### config.mk
export PLATFORM = sky130hd
export DESIGN_NAME = gpibad_top
export DESIGN_NICKNAME = d
export VERILOG_FILES = /design/src/design/gpibad_pkg.sv /design/src/design/gpibad_sync.sv /design/src/design/gpibad_top.sv
export SDC_FILE = /design/constraint.sdc
export NUM_CORES = 1
export LEC_CHECK = 0
export ABC_CLOCK_PERIOD_IN_PS = 2500
export BUFFER_PORTS_ARGS = -buffer_cell sky130_fd_sc_hd__buf_2
export CAP_MARGIN = 0
export CORE_MARGIN = 4
export CORE_UTILIZATION = 55
export CTS_BUF_LIST = sky130_fd_sc_hd__clkbuf_4 sky130_fd_sc_hd__clkbuf_8 sky130_fd_sc_hd__clkbuf_16
export DETAILED_ROUTE_END_ITERATION = 16
export GPL_TIMING_DRIVEN = 0
export PLACE_DENSITY = 0.9
export SLEW_MARGIN = 20
export SYNTH_ARGS = -nofsm -noshare
export SYNTH_HDL_FRONTEND = slang
export SYNTH_SLANG_ARGS = --single-unit
### constraint.sdc
create_clock -name sys_clk -period 2.5 [get_ports sys_clk]
set_clock_uncertainty 0.2 [all_clocks]
set_input_delay 0.75 -clock sys_clk [delete_from_list [all_inputs] [get_ports sys_clk]]
set_output_delay 0.75 -clock sys_clk [all_outputs]
set_load 0.01 [all_outputs]
### src/design/gpibad_pkg.sv
// package: constants and carrier types for the bus addressing block
package gpibad_pkg;

    // ------------------------------------------------------------
    // command codes and groups
    // ------------------------------------------------------------
    localparam logic [6:0] LISTEN_BASE     = 7'h20;
    localparam logic [6:0] TALK_BASE       = 7'h40;
    localparam logic [1:0] LISTEN_GROUP    = 2'h1;
    localparam logic [1:0] TALK_GROUP      = 2'h2;
    localparam logic [4:0] ADDR_UNADDRESS  = 5'h1f;
    localparam logic [4:0] ADDR_MAX_VALID  = 5'h1e;
    localparam logic [6:0] CMD_UNLISTEN    = 7'h3f;
    localparam logic [6:0] CMD_UNTALK      = 7'h5f;
    localparam logic [6:0] ADDR_CMD_MAX    = 7'h0f;

    // ------------------------------------------------------------
    // defaults and timing
    // ------------------------------------------------------------
    localparam logic [4:0] DEFAULT_ADDR_A  = 5'h0c;
    localparam logic [4:0] DEFAULT_ADDR_B  = 5'h0d;
    localparam int         CLK_HZ          = 25_000_000;
    localparam int         SHOW_ADDR_MS    = 1000;
    localparam int         SHOW_ADDR_CYCLES = CLK_HZ / 1000 * SHOW_ADDR_MS;
    localparam logic [7:0] PREFIX_CHAR_0   = 8'h49;
    localparam logic [7:0] PREFIX_CHAR_1   = 8'h45;

    // ------------------------------------------------------------
    // carrier types
    // ------------------------------------------------------------
    typedef struct packed {
        logic       atn;
        logic       dav;
        logic [7:0] data;
    } gpibad_rx_type;

    typedef struct packed {
        logic       active;
        logic [7:0] char_hi;
        logic [7:0] char_lo;
        logic [3:0] tens;
        logic [3:0] ones;
    } gpibad_disp_type;

    typedef struct packed {
        logic       listen;
        logic       talk;
    } gpibad_state_type;

endpackage : gpibad_pkg

### src/design/gpibad_sync.sv
// two-flop synchroniser, parameterised width
`timescale 1ns/1ps
module gpibad_sync #(
    parameter int WIDTH = 1
) (
    // clock and reset
    input  wire logic             sys_clk,
    input  wire logic             rst_n,
    // data
    input  wire logic [WIDTH-1:0] din,
    output logic      [WIDTH-1:0] dout
);
    logic [WIDTH-1:0] meta_reg;
    logic [WIDTH-1:0] meta_next;
    logic [WIDTH-1:0] sync_reg;
    logic [WIDTH-1:0] sync_next;

    always_comb begin
        meta_next = din;
        sync_next = meta_reg;
    end

    always_ff @(posedge sys_clk or negedge rst_n) begin
        if (!rst_n) begin
            meta_reg <= '0;
            sync_reg <= '0;
        end else begin
            meta_reg <= meta_next;
            sync_reg <= sync_next;
        end
    end

    assign dout = sync_reg;
endmodule : gpibad_sync

### src/design/gpibad_top.sv
// bus addressing logic: address latch, listen/talk state, transceiver direction
// ------------------------------------------------------------
// ------------------------------------------------------------
`timescale 1ns/1ps
module gpibad_top #(
    parameter bit                 VARIANT_B      = 1'b0,
    parameter int unsigned        SHOW_CYCLES    = gpibad_pkg::SHOW_ADDR_CYCLES
) (
    // clock and reset
    input  wire logic             sys_clk,
    input  wire logic             rst_n,
    // address switches, first switch to fifth
    input  wire logic             addr_switch_lsb,
    input  wire logic [2:0]       addr_switch_mid,
    input  wire logic             addr_switch_msb,
    input  wire logic             addr_switch_valid,
    // bus receive side
    input  wire logic             bus_atn,
    input  wire logic             bus_dav,
    input  wire logic [7:0]       bus_data,
    // instrument side requests
    input  wire logic             send_req,
    // results
    output logic                  cmd_accept,
    output logic [6:0]            cmd_code,
    output logic                  send_grant,
    output gpibad_pkg::gpibad_state_type addr_state,
    output logic [4:0]            primary_addr,
    output gpibad_pkg::gpibad_disp_type  disp,
    // transceiver direction controls
    output logic                  dir_data,
    output logic                  dir_atn
);
    // ------------------------------------------------------------
    // input synchronisers
    // ------------------------------------------------------------
    logic [15:0]               sync_out;
    gpibad_pkg::gpibad_rx_type rx;
    logic [4:0]                sw_val;
    logic                      sw_ok;

    gpibad_sync #(.WIDTH(16)) u_sync (
        .sys_clk (sys_clk),
        .rst_n   (rst_n),
        .din     ({addr_switch_valid, addr_switch_msb, addr_switch_mid, addr_switch_lsb,
                   bus_atn, bus_dav, bus_data}),
        .dout    (sync_out)
    );

    assign rx     = sync_out[9:0];
    assign sw_val = sync_out[14:10];
    assign sw_ok  = sync_out[15];

    // ------------------------------------------------------------
    // power-up address latch and display
    // ------------------------------------------------------------
    localparam logic [4:0] DEF_ADDR = VARIANT_B ? gpibad_pkg::DEFAULT_ADDR_B
                                                : gpibad_pkg::DEFAULT_ADDR_A;
    localparam logic [25:0] SHOW_LAST = 26'(SHOW_CYCLES - 1);

    logic [4:0]  paddr_reg;
    logic [4:0]  paddr_next;
    logic        latched_reg;
    logic        latched_next;
    logic [25:0] show_cnt_reg;
    logic [25:0] show_cnt_next;
    logic        show_reg;
    logic        show_next;

    always_comb begin
        paddr_next    = paddr_reg;
        latched_next  = latched_reg;
        show_cnt_next = show_cnt_reg;
        show_next     = show_reg;
        if (!latched_reg && sw_ok) begin
            latched_next = 1'b1;
            // 31 is refused so the default stays in force
            if (sw_val <= gpibad_pkg::ADDR_MAX_VALID) begin
                paddr_next = sw_val;
            end
            show_next = 1'b1;
        end else if (show_reg) begin
            if (show_cnt_reg == SHOW_LAST) begin
                show_next = 1'b0;
            end else begin
                show_cnt_next = show_cnt_reg + 26'h000_0001;
            end
        end
    end

    always_ff @(posedge sys_clk or negedge rst_n) begin
        if (!rst_n) begin
            paddr_reg    <= DEF_ADDR;
            latched_reg  <= 1'b0;
            show_cnt_reg <= '0;
            show_reg     <= 1'b0;
        end else begin
            paddr_reg    <= paddr_next;
            latched_reg  <= latched_next;
            show_cnt_reg <= show_cnt_next;
            show_reg     <= show_next;
        end
    end

    // ------------------------------------------------------------
    // command decode and addressing state
    // ------------------------------------------------------------
    logic       dav_d_reg;
    logic       listen_reg;
    logic       listen_next;
    logic       talk_reg;
    logic       talk_next;
    logic       accept_reg;
    logic       accept_next;
    logic [6:0] code_reg;
    logic [6:0] code_next;
    logic       strobe;
    logic [6:0] byte7;

    // bit 8 of the bus is ignored, as most instruments do
    assign byte7  = rx.data[6:0];
    assign strobe = rx.dav && !dav_d_reg;

    always_comb begin
        listen_next = listen_reg;
        talk_next   = talk_reg;
        accept_next = 1'b0;
        code_next   = code_reg;
        if (strobe && rx.atn) begin
            if (byte7 == gpibad_pkg::CMD_UNLISTEN) begin
                listen_next = 1'b0;
            end else if (byte7 == gpibad_pkg::CMD_UNTALK) begin
                talk_next = 1'b0;
            end else if (byte7[6:5] == gpibad_pkg::LISTEN_GROUP) begin
                if (byte7[4:0] == paddr_reg) begin
                    listen_next = 1'b1;
                end
            end else if (byte7[6:5] == gpibad_pkg::TALK_GROUP) begin
                talk_next = (byte7[4:0] == paddr_reg);
            end else if (byte7 <= gpibad_pkg::ADDR_CMD_MAX && listen_reg) begin
                accept_next = 1'b1;
                code_next   = byte7;
            end
        end
    end

    always_ff @(posedge sys_clk or negedge rst_n) begin
        if (!rst_n) begin
            dav_d_reg  <= 1'b0;
            listen_reg <= 1'b0;
            talk_reg   <= 1'b0;
            accept_reg <= 1'b0;
            code_reg   <= '0;
        end else begin
            dav_d_reg  <= rx.dav;
            listen_reg <= listen_next;
            talk_reg   <= talk_next;
            accept_reg <= accept_next;
            code_reg   <= code_next;
        end
    end

    // ------------------------------------------------------------
    // display digits
    // ------------------------------------------------------------
    logic [3:0] tens_reg;
    logic [3:0] tens_next;
    logic [3:0] ones_reg;
    logic [3:0] ones_next;

    // digits trail the address and the display strobe by one cycle
    always_comb begin
        if (paddr_reg >= 5'h1e) begin
            tens_next = 4'h3;
            ones_next = 4'(paddr_reg - 5'h1e);
        end else if (paddr_reg >= 5'h14) begin
            tens_next = 4'h2;
            ones_next = 4'(paddr_reg - 5'h14);
        end else if (paddr_reg >= 5'h0a) begin
            tens_next = 4'h1;
            ones_next = 4'(paddr_reg - 5'h0a);
        end else begin
            tens_next = 4'h0;
            ones_next = 4'(paddr_reg);
        end
    end

    always_ff @(posedge sys_clk or negedge rst_n) begin
        if (!rst_n) begin
            tens_reg <= 4'h0;
            ones_reg <= 4'h0;
        end else begin
            tens_reg <= tens_next;
            ones_reg <= ones_next;
        end
    end

    // ------------------------------------------------------------
    // transmit gating and registered outputs
    // ------------------------------------------------------------
    logic grant_reg;
    logic grant_next;
    logic dir_reg;
    logic dir_next;

    // only a talker with attention released may drive the data lines
    always_comb begin
        grant_next = send_req && talk_reg && !rx.atn;
        dir_next   = send_req && talk_reg && !rx.atn;
    end

    always_ff @(posedge sys_clk or negedge rst_n) begin
        if (!rst_n) begin
            grant_reg <= 1'b0;
            dir_reg   <= 1'b0;
        end else begin
            grant_reg <= grant_next;
            dir_reg   <= dir_next;
        end
    end

    assign cmd_accept        = accept_reg;
    assign cmd_code          = code_reg;
    assign send_grant        = grant_reg;
    assign addr_state.listen = listen_reg;
    assign addr_state.talk   = talk_reg;
    assign primary_addr      = paddr_reg;
    assign dir_data          = dir_reg;
    assign dir_atn           = 1'b0;
    assign disp.active       = show_reg;
    assign disp.char_hi      = gpibad_pkg::PREFIX_CHAR_0;
    assign disp.char_lo      = gpibad_pkg::PREFIX_CHAR_1;
    assign disp.tens         = tens_reg;
    assign disp.ones         = ones_reg;
endmodule : gpibad_top

==> metrics.txt, run 1 <==
# TYPE chip_impl_metric gauge
chip_impl_info{name="crit_path_end_kind",value="flip-flop"} 1
chip_impl_metric{name="start_util",unit="%"} 57.62
chip_impl_info{name="netlist.top_cell.by_area",value="sky130_fd_sc_hd__dfrtp_1"} 1
chip_impl_metric{name="path_max_fanout",unit=""} 6
chip_impl_metric{name="gp_congestion",unit=""} 0.7866
chip_impl_info{name="critical_path_launch_point_type",value="flip-flop"} 1
chip_impl_info{name="synth.top_cells.by_count",value="sky130_fd_sc_hd__dfrtp_1, sky130_fd_sc_hd__buf_4, sky130_fd_sc_hd__nand2_1"} 1
chip_impl_metric{name="dpl_worst_slack",unit="ps"} 332.6
chip_impl_info{name="cp_slowest_cell",value="sky130_fd_sc_hd__o31ai_1"} 1
chip_impl_metric{name="clock_tree.htree_level_count",unit=""} 3
chip_impl_info{name="grt_setup_unrepaired",value="no"} 1
chip_impl_metric{name="detailedRoute.firstIterationViolations",unit=""} 138
chip_impl_metric{name="worstPathArrival",unit="ps"} 2280
chip_impl_metric{name="drive_above_1_share",unit="%"} 27.61
chip_impl_metric{name="grt.overflow.total",unit=""} 0
chip_impl_metric{name="post_cts_resized",unit=""} 0
chip_impl_metric{name="synthCells",unit=""} 280
chip_impl_metric{name="postCtsHoldBufs",unit=""} 0
chip_impl_metric{name="grt_start_max_net_pins",unit=""} 64
chip_impl_metric{name="tns",unit="ps"} 0
chip_impl_metric{name="synth_async_sr_flop_share",unit="%"} 100.0
chip_impl_info{name="synth.top_cells.by_area",value="sky130_fd_sc_hd__dfrtp_1, sky130_fd_sc_hd__buf_4, sky130_fd_sc_hd__xor2_1, sky130_fd_sc_hd__xnor2_1, sky130_fd_sc_hd__ha_1"} 1
chip_impl_metric{name="finalCriticalPeriod",unit="ps"} 2199
chip_impl_metric{name="firstDrtPassIters",unit=""} 4
chip_impl_metric{name="synth_seq_area_share",unit="%"} 58.79
chip_impl_metric{name="cts_made_buffers",unit=""} 9
chip_impl_metric{name="die_height",unit="µm"} 87.23
chip_impl_metric{name="dp.final_hpwl",unit="µm"} 4488
chip_impl_info{name="root_buffer",value="sky130_fd_sc_hd__clkbuf_8"} 1
chip_impl_metric{name="coreArea",unit="mm²"} 0.005991
chip_impl_metric{name="power.ir.vdd_worst",unit="V"} 0.0004363
chip_impl_metric{name="clock_sink_count",unit=""} 81
chip_impl_metric{name="average_wire_per_standard_cell",unit="µm"} 14.46
chip_impl_metric{name="first_global_vias",unit=""} 2208
chip_impl_metric{name="antenna-diode-count",unit=""} 0
chip_impl_metric{name="timing.critical_path.slowest_cell_delay",unit="ps"} 500
chip_impl_metric{name="synth_top_area_share",unit="%"} 57.27
chip_impl_info{name="cpMostUsedCell",value="sky130_fd_sc_hd__a21oi_1"} 1
chip_impl_metric{name="die_x",unit="µm"} 87.23
chip_impl_metric{name="timing.critical_path.required",unit="ps"} 2580
chip_impl_metric{name="max_freq",unit="GHz"} 0.4548
chip_impl_metric{name="largest_reg_flops",unit=""} 26
chip_impl_metric{name="cts.repair_timing.setup_buffer_count",unit=""} 0
chip_impl_metric{name="final_period_utilization",unit="%"} 87.95
chip_impl_metric{name="power_density",unit="mW/mm²"} 776.8
chip_impl_info{name="holdCritPathClass",value="in2async"} 1
chip_impl_metric{name="routed_via_density",unit=""} 5.105
chip_impl_metric{name="route.final.wire_length",unit="µm"} 6217
chip_impl_metric{name="detailroute.via_count",unit=""} 2195
chip_impl_metric{name="yosysUniqueCellTypes",unit=""} 43
chip_impl_metric{name="timing.max_cap.violations",unit=""} 0
chip_impl_metric{name="slew_headroom",unit="%"} 60.79
chip_impl_info{name="tritoncts",value="done"} 1
chip_impl_metric{name="number_of_buffers_between_clock_root_and_the_deepest_sink",unit=""} 2
chip_impl_metric{name="edff_count_synth",unit=""} 0
chip_impl_metric{name="latest_clock_arrival_within_the_worst_skew_pair",unit="ps"} 350
chip_impl_info{name="crit_chain",value="inv_1 -> ha_1 -> nor2b_1 -> o31ai_1 -> mux2i_1 -> a21oi_1 -> a21oi_1"} 1
chip_impl_metric{name="pin_count",unit=""} 62
chip_impl_info{name="run_status",value="completed"} 1
chip_impl_metric{name="count_of_input_and_output_buffers",unit=""} 41
chip_impl_metric{name="drv_slew",unit=""} 0
chip_impl_info{name="yosysMostFrequentCell",value="sky130_fd_sc_hd__dfrtp_1"} 1
chip_impl_metric{name="syn_to_final_growth",unit="%"} 19.10
chip_impl_metric{name="ys_seq_elements",unit=""} 81
chip_impl_metric{name="grt_resource_usage_total",unit="%"} 17.60
chip_impl_metric{name="drt_drc_violations_left",unit=""} 0
chip_impl_metric{name="synth_area_per_cell",unit="µm²"} 12.33
chip_impl_metric{name="fin_nets",unit=""} 378
chip_impl_metric{name="syn_area",unit="mm²"} 0.003452
chip_impl_metric{name="grt_pass1_wl",unit="µm"} 10120
chip_impl_info{name="timing_worst_setup_path_type",value="reg2reg"} 1
chip_impl_metric{name="finalHoldViolations",unit=""} 0
chip_impl_metric{name="setup_violations",unit=""} 0
chip_impl_metric{name="ant_nets",unit=""} 0
chip_impl_info{name="synth_top_flop_cell",value="sky130_fd_sc_hd__dfrtp_1"} 1
chip_impl_metric{name="clk_transition_reported_paths",unit="ps"} 80
chip_impl_metric{name="total_leakage_power",unit="nW"} 2.055
chip_impl_metric{name="yosys_warnings",unit=""} 0
chip_impl_metric{name="design.die.area",unit="mm²"} 0.007608
chip_impl_metric{name="worst-slew-pin-transition",unit="ps"} 583.1
chip_impl_metric{name="worst_slack",unit="ps"} 301.3
chip_impl_metric{name="placementRows",unit=""} 28
chip_impl_metric{name="grt_antenna_before_repair",unit=""} 0
==> cell type report <==
type                       count  area [µm²]
tap                           75       93.84
inverter                      10       37.54
multi-input combinational    179        1250
buffer                        27       198.9
clock buffer                  11       138.9
timing repair buffer          42       235.2
clock inverter                 5       127.6
sequential                    81        2029
fill                         416        1879
==> worst paths after layout <==
path	from	endpoint	slack, ps	cells after the start
setup / recovery	primary_addr[1]$_DFFE_PN0P_	ones_reg[3]$_DFF_PN0_	300	7
hold reg to reg	u_sync.meta_reg[10]$_DFF_PN0_	u_sync.dout[10]$_DFF_PN0_	140	0
setup reg to reg	primary_addr[1]$_DFFE_PN0P_	ones_reg[3]$_DFF_PN0_	300	7
min in group sys_clk	u_sync.meta_reg[10]$_DFF_PN0_	u_sync.dout[10]$_DFF_PN0_	140	0
hold / removal	rst_n	tens_reg[1]$_DFF_PN0_	60	1
max in group asynchronous	rst_n	primary_addr[3]$_DFFE_PN1P_	1440	2
==> placed cells by master, fill, tap and decap left out, types with 3 or more instances in the layout <==
master,instances
sky130_fd_sc_hd__a21oi_1,6
sky130_fd_sc_hd__and2_1,3
sky130_fd_sc_hd__and3_1,4
sky130_fd_sc_hd__and4_1,5
sky130_fd_sc_hd__buf_2,40
sky130_fd_sc_hd__buf_4,25
sky130_fd_sc_hd__bufinv_16,4
sky130_fd_sc_hd__clkbuf_8,9
sky130_fd_sc_hd__conb_1,19
sky130_fd_sc_hd__dfrtp_1,79
sky130_fd_sc_hd__ha_1,9
sky130_fd_sc_hd__inv_1,10
sky130_fd_sc_hd__mux2_2,3
sky130_fd_sc_hd__mux2_4,7
sky130_fd_sc_hd__nand2_1,19
sky130_fd_sc_hd__nand3_1,11
sky130_fd_sc_hd__nand3b_1,3
sky130_fd_sc_hd__nand4_1,8
sky130_fd_sc_hd__nor2_1,8
sky130_fd_sc_hd__nor2b_1,4
sky130_fd_sc_hd__nor3_1,8
sky130_fd_sc_hd__nor3b_1,3
sky130_fd_sc_hd__nor4_1,3
sky130_fd_sc_hd__o21ai_0,3
sky130_fd_sc_hd__xnor2_1,15
sky130_fd_sc_hd__xor2_1,16
==> critical path: cells and delay by family (launching register included) <==
kind / cells / cell delay (ps)
compound gates: 3 / 710
simple gates: 1 / 120
buf+inv: 1 / 150
mux: 1 / 270
flops: 1 / 470
fa+ha+maj: 1 / 210
==> report_power, final <==
part / switching (W) / leakage (nW) / total, W / internal [W]
sequential: 0.000102 / 1.01 / 0.00154 / 0.00144
combinational: 0.000211 / 0.910 / 0.000417 / 0.000206
clock: 0.000452 / 0.131 / 0.00124 / 0.000787
==> routing by layer <==
layer	wire (µm)	vias up	GRT usage, %
met1	2527	1069	21.22
li1	-	1062	-
met3	373	5	5.676
met2	3264	59	29.68
met5	0	-	0
met4	52	0	6.276
==> cell families (layout without fill, tap and decap cells) <==
| logic type | count (synthesis) | after routing | synth area share [%] |
|---|---|---|---|
| AND/OR/NAND/NOR | 87 | 87 | 14.06 |
| AO/OA/AOI/OAI | 21 | 21 | 4.349 |
| adder cells (fa/ha/maj) | 9 | 9 | 3.262 |
| buffers and inverters | 37 | 95 | 6.850 |
| multiplexers | 12 | 12 | 4.603 |
| flip-flops | 81 | 81 | 58.79 |
| other | 2 | 19 | 0.2176 |
| XOR/XNOR | 31 | 31 | 7.865 |
==> per-stage QoR <==
step | power, W | instance area (µm²) | hold WS (ps) | std cells | util (%)
after floorplan | 0.001824 | 3516 | 131.2 | 297 | -
after global placement | 0.001943 | 3815 | 134.0 | 413 | 63.68
after detailed placement | 0.001978 | 3845 | 134.7 | 414 | 64.18
after CTS | 0.003223 | 4111 | 49.13 | 430 | 68.63
after global routing | 0.003334 | 4111 | 52.62 | 430 | 68.63
final | 0.003194 | 4111 | 63.64 | 430 | 68.63
No activity file was read; power rests on OpenSTA's default activity.
==> run 2, diff against run 1 <==
--- a/config.mk
+++ b/config.mk
@@ -7,13 +7,13 @@
 export LEC_CHECK = 0
 export ABC_CLOCK_PERIOD_IN_PS = 2500
 export BUFFER_PORTS_ARGS = -buffer_cell sky130_fd_sc_hd__buf_2
-export CAP_MARGIN = 0
+export CAP_MARGIN = 10
 export CORE_MARGIN = 4
-export CORE_UTILIZATION = 55
+export CORE_UTILIZATION = 40
 export CTS_BUF_LIST = sky130_fd_sc_hd__clkbuf_4 sky130_fd_sc_hd__clkbuf_8 sky130_fd_sc_hd__clkbuf_16
 export DETAILED_ROUTE_END_ITERATION = 16
 export GPL_TIMING_DRIVEN = 0
-export PLACE_DENSITY = 0.9
+export PLACE_DENSITY = 0.71
 export SLEW_MARGIN = 20
 export SYNTH_ARGS = -nofsm -noshare
 export SYNTH_HDL_FRONTEND = slang
==> run 2 against run 1 <==
Effect of this change: critical endpoint is now show_cnt_reg[1]$_DFFE_PN0P_; cell count up 7.0%; first-iteration DRC count fell by 32%; worst hold slack better by 80 ps; die area is 34% higher; power shrank 12%; flip-flop and latch count unchanged; register-to-register slack lost 40 ps; via count shrank 1.5%; largest power group unchanged.
==> metrics.txt, run 2 (synthesis gave the netlist of run 1 again) <==
# TYPE chip_impl_metric gauge
chip_impl_info{name="run_status",value="completed"} 1
chip_impl_metric{name="cts_made_buffers",unit=""} 9
chip_impl_metric{name="fin_nets",unit=""} 378
chip_impl_metric{name="largest_reg_flops",unit=""} 26
chip_impl_metric{name="fillers",unit=""} 754
chip_impl_metric{name="coreArea",unit="mm²"} 0.008299
chip_impl_metric{name="r2r_slack",unit="ps"} 260
chip_impl_metric{name="power.ir.vdd_worst",unit="V"} 0.0004873
chip_impl_info{name="worst_setup_path_endpoint",value="show_cnt_reg[1]$_DFFE_PN0P_"} 1
chip_impl_metric{name="latest_clock_arrival_within_the_worst_skew_pair",unit="ps"} 350
chip_impl_metric{name="clock_sink_count",unit=""} 81
chip_impl_metric{name="number_of_buffers_between_clock_root_and_the_deepest_sink",unit=""} 2
chip_impl_metric{name="finalHoldViolations",unit=""} 0
chip_impl_info{name="crit_path_end_kind",value="flip-flop"} 1
chip_impl_metric{name="drt_drc_violations_left",unit=""} 0
chip_impl_metric{name="post_cts_resized",unit=""} 0
chip_impl_info{name="critical_path_launch_point_type",value="flip-flop"} 1
chip_impl_metric{name="ant_nets",unit=""} 0
chip_impl_metric{name="design.die.area",unit="mm²"} 0.01018
chip_impl_metric{name="total_leakage_power",unit="nW"} 2.008
chip_impl_info{name="grt_setup_unrepaired",value="no"} 1
chip_impl_info{name="cp_slowest_cell",value="sky130_fd_sc_hd__o31ai_4"} 1
chip_impl_metric{name="firstDrtPassIters",unit=""} 4
chip_impl_metric{name="routed_via_density",unit=""} 4.702
chip_impl_metric{name="worstPathArrival",unit="ps"} 2280
chip_impl_metric{name="slew_headroom",unit="%"} 62.86
chip_impl_metric{name="placementRows",unit=""} 33
chip_impl_info{name="regToRegStartpoint",value="show_cnt_reg[0]$_DFFE_PN0P_"} 1
chip_impl_metric{name="grt_start_max_net_pins",unit=""} 42
chip_impl_info{name="final_common_cell",value="sky130_fd_sc_hd__dfrtp_1"} 1
chip_impl_metric{name="die_x",unit="µm"} 100.9
chip_impl_info{name="mostFrequentLayoutCells",value="sky130_fd_sc_hd__dfrtp_1, sky130_fd_sc_hd__buf_2, sky130_fd_sc_hd__buf_4, sky130_fd_sc_hd__nand2_1, sky130_fd_sc_hd__conb_1"} 1
chip_impl_metric{name="finalCriticalPeriod",unit="ps"} 2243
chip_impl_metric{name="detailed_place.area",unit="mm²"} 0.003875
chip_impl_info{name="tritoncts",value="done"} 1
chip_impl_metric{name="syn_to_final_growth",unit="%"} 17.43
chip_impl_metric{name="pin_count",unit=""} 62
chip_impl_metric{name="timing.critical_path.slowest_cell_delay",unit="ps"} 510
chip_impl_info{name="timing_worst_setup_path_type",value="reg2reg"} 1
chip_impl_metric{name="timing.critical_path.required",unit="ps"} 2540
chip_impl_metric{name="worst-path-buf-inv",unit=""} 0
chip_impl_info{name="crit_chain",value="ha_1 -> and4_1 -> nand4_1 -> o31ai_4 -> mux2_4"} 1
chip_impl_metric{name="fin_hold_ws",unit="ps"} 143.7
chip_impl_metric{name="detailroute.via_count",unit=""} 2163
chip_impl_metric{name="stdcell_count",unit=""} 460
chip_impl_metric{name="antenna-diode-count",unit=""} 0
chip_impl_metric{name="path_max_fanout",unit=""} 10
chip_impl_metric{name="die_height",unit="µm"} 100.9
chip_impl_info{name="holdCritPathClass",value="reg2reg"} 1
chip_impl_metric{name="grt_antenna_before_repair",unit=""} 0
chip_impl_metric{name="final_standard_cell_area_without_fillers",unit="mm²"} 0.004054
chip_impl_metric{name="power_density",unit="mW/mm²"} 692.4
chip_impl_metric{name="route.final.wire_length",unit="µm"} 5976
chip_impl_metric{name="postCtsHoldBufs",unit=""} 0
chip_impl_metric{name="worst_slack",unit="ps"} 256.9
chip_impl_metric{name="dp.final_hpwl",unit="µm"} 4395
chip_impl_metric{name="critical_path_cell_count",unit=""} 5
chip_impl_metric{name="drv_slew",unit=""} 0
chip_impl_metric{name="setup_violations",unit=""} 0
chip_impl_metric{name="p_sw",unit="W"} 0.0007988
chip_impl_metric{name="cts.repair_timing.setup_buffer_count",unit=""} 0
chip_impl_info{name="r2r_end",value="show_cnt_reg[1]$_DFFE_PN0P_"} 1
chip_impl_metric{name="worstRegToRegCells",unit=""} 5
chip_impl_metric{name="worst-slew-pin-transition",unit="ps"} 552.3
chip_impl_metric{name="clk_transition_reported_paths",unit="ps"} 90
chip_impl_metric{name="p_clk_share",unit="%"} 30.7
chip_impl_info{name="root_buffer",value="sky130_fd_sc_hd__clkbuf_8"} 1
chip_impl_metric{name="clock_tree.htree_level_count",unit=""} 3
chip_impl_metric{name="count_of_input_and_output_buffers",unit=""} 41
chip_impl_metric{name="grt_resource_usage_total",unit="%"} 12.29
chip_impl_metric{name="dpl_worst_slack",unit="ps"} 248.8
chip_impl_metric{name="start_util",unit="%"} 41.60
chip_impl_metric{name="first_global_vias",unit=""} 2056
chip_impl_metric{name="detailedRoute.firstIterationViolations",unit=""} 94
chip_impl_metric{name="gp_congestion",unit=""} 0.8254
chip_impl_metric{name="place_inst",unit=""} 444
chip_impl_metric{name="grt.overflow.total",unit=""} 0
chip_impl_metric{name="power_switching_share",unit="%"} 28.46
chip_impl_info{name="path_delay_family",value="compound AO/OA/AOI/OAI gates"} 1
chip_impl_metric{name="max_freq",unit="GHz"} 0.4458
chip_impl_metric{name="average_wire_per_standard_cell",unit="µm"} 12.99
chip_impl_metric{name="final_period_utilization",unit="%"} 89.72
chip_impl_info{name="worst_setup_path_startpoint",value="show_cnt_reg[0]$_DFFE_PN0P_"} 1
chip_impl_metric{name="internal_power",unit="W"} 0.002008
chip_impl_metric{name="grt_pass1_wl",unit="µm"} 9784
chip_impl_metric{name="p_seq_share",unit="%"} 54.7
chip_impl_metric{name="drive_above_1_share",unit="%"} 27.61
chip_impl_metric{name="comb_power_share",unit="%"} 14.6
chip_impl_metric{name="timing.max_cap.violations",unit=""} 0
chip_impl_metric{name="tns",unit="ps"} 0
-- run 2: worst min-delay path by stage --
stage                                 to  cells after the start  slack, ps                     startpoint
2_1_floorplan   u_sync.dout[0]$_DFF_PN0_                      0        130   u_sync.meta_reg[0]$_DFF_PN0_
3_3_place_gp    u_sync.dout[9]$_DFF_PN0_                      0        140   u_sync.meta_reg[9]$_DFF_PN0_
3_5_place_dp   u_sync.dout[11]$_DFF_PN0_                      0        130  u_sync.meta_reg[11]$_DFF_PN0_
4_1_cts         u_sync.dout[4]$_DFF_PN0_                      0        150   u_sync.meta_reg[4]$_DFF_PN0_
5_1_grt        u_sync.dout[12]$_DFF_PN0_                      0        150  u_sync.meta_reg[12]$_DFF_PN0_
6_report        u_sync.dout[4]$_DFF_PN0_                      0        140   u_sync.meta_reg[4]$_DFF_PN0_
-- run 2: area by class of cell --
cell class                      count  area [µm²]  share of cell area (%)
Sequential cell                    81        2029                   50.06
Tap cell                          105       131.4                   3.241
Inverter                           10       37.54                  0.9259
Clock inverter                      7       55.05                   1.358
Clock buffer                        9       123.9                   3.056
Multi-Input combinational cell    179        1250                   30.83
Timing Repair Buffer               42       227.7                   5.617
Buffer                             27       198.9                   4.907
-- run 2: metal layers --
metal	vias up	GRT usage, %	wire length [µm]
met1	1052	15.71	2670
li1	1051	-	-
met4	0	3.988	63
met2	53	19.90	2907
met3	7	3.875	334
met5	-	0	0
-- run 2: metrics by stage --
stage / power (W) / util (%)
after floorplan: 0.001824 / -
after global placement: 0.001950 / 46.42
after detailed placement: 0.001972 / 46.69
after CTS: 0.002845 / 48.85
after global routing: 0.002964 / 48.85
final: 0.002807 / 48.85
-- run 2: power by group through the flow --
stage          Clock [W]  Combinational, W  Sequential [W]
2_1_floorplan          0          0.000266         0.00156
3_3_place_gp           0          0.000393         0.00156
3_5_place_dp           0          0.000412         0.00156
4_1_cts         0.000896          0.000414         0.00153
5_1_grt         0.000955          0.000459         0.00155
6_report        0.000862          0.000410         0.00154
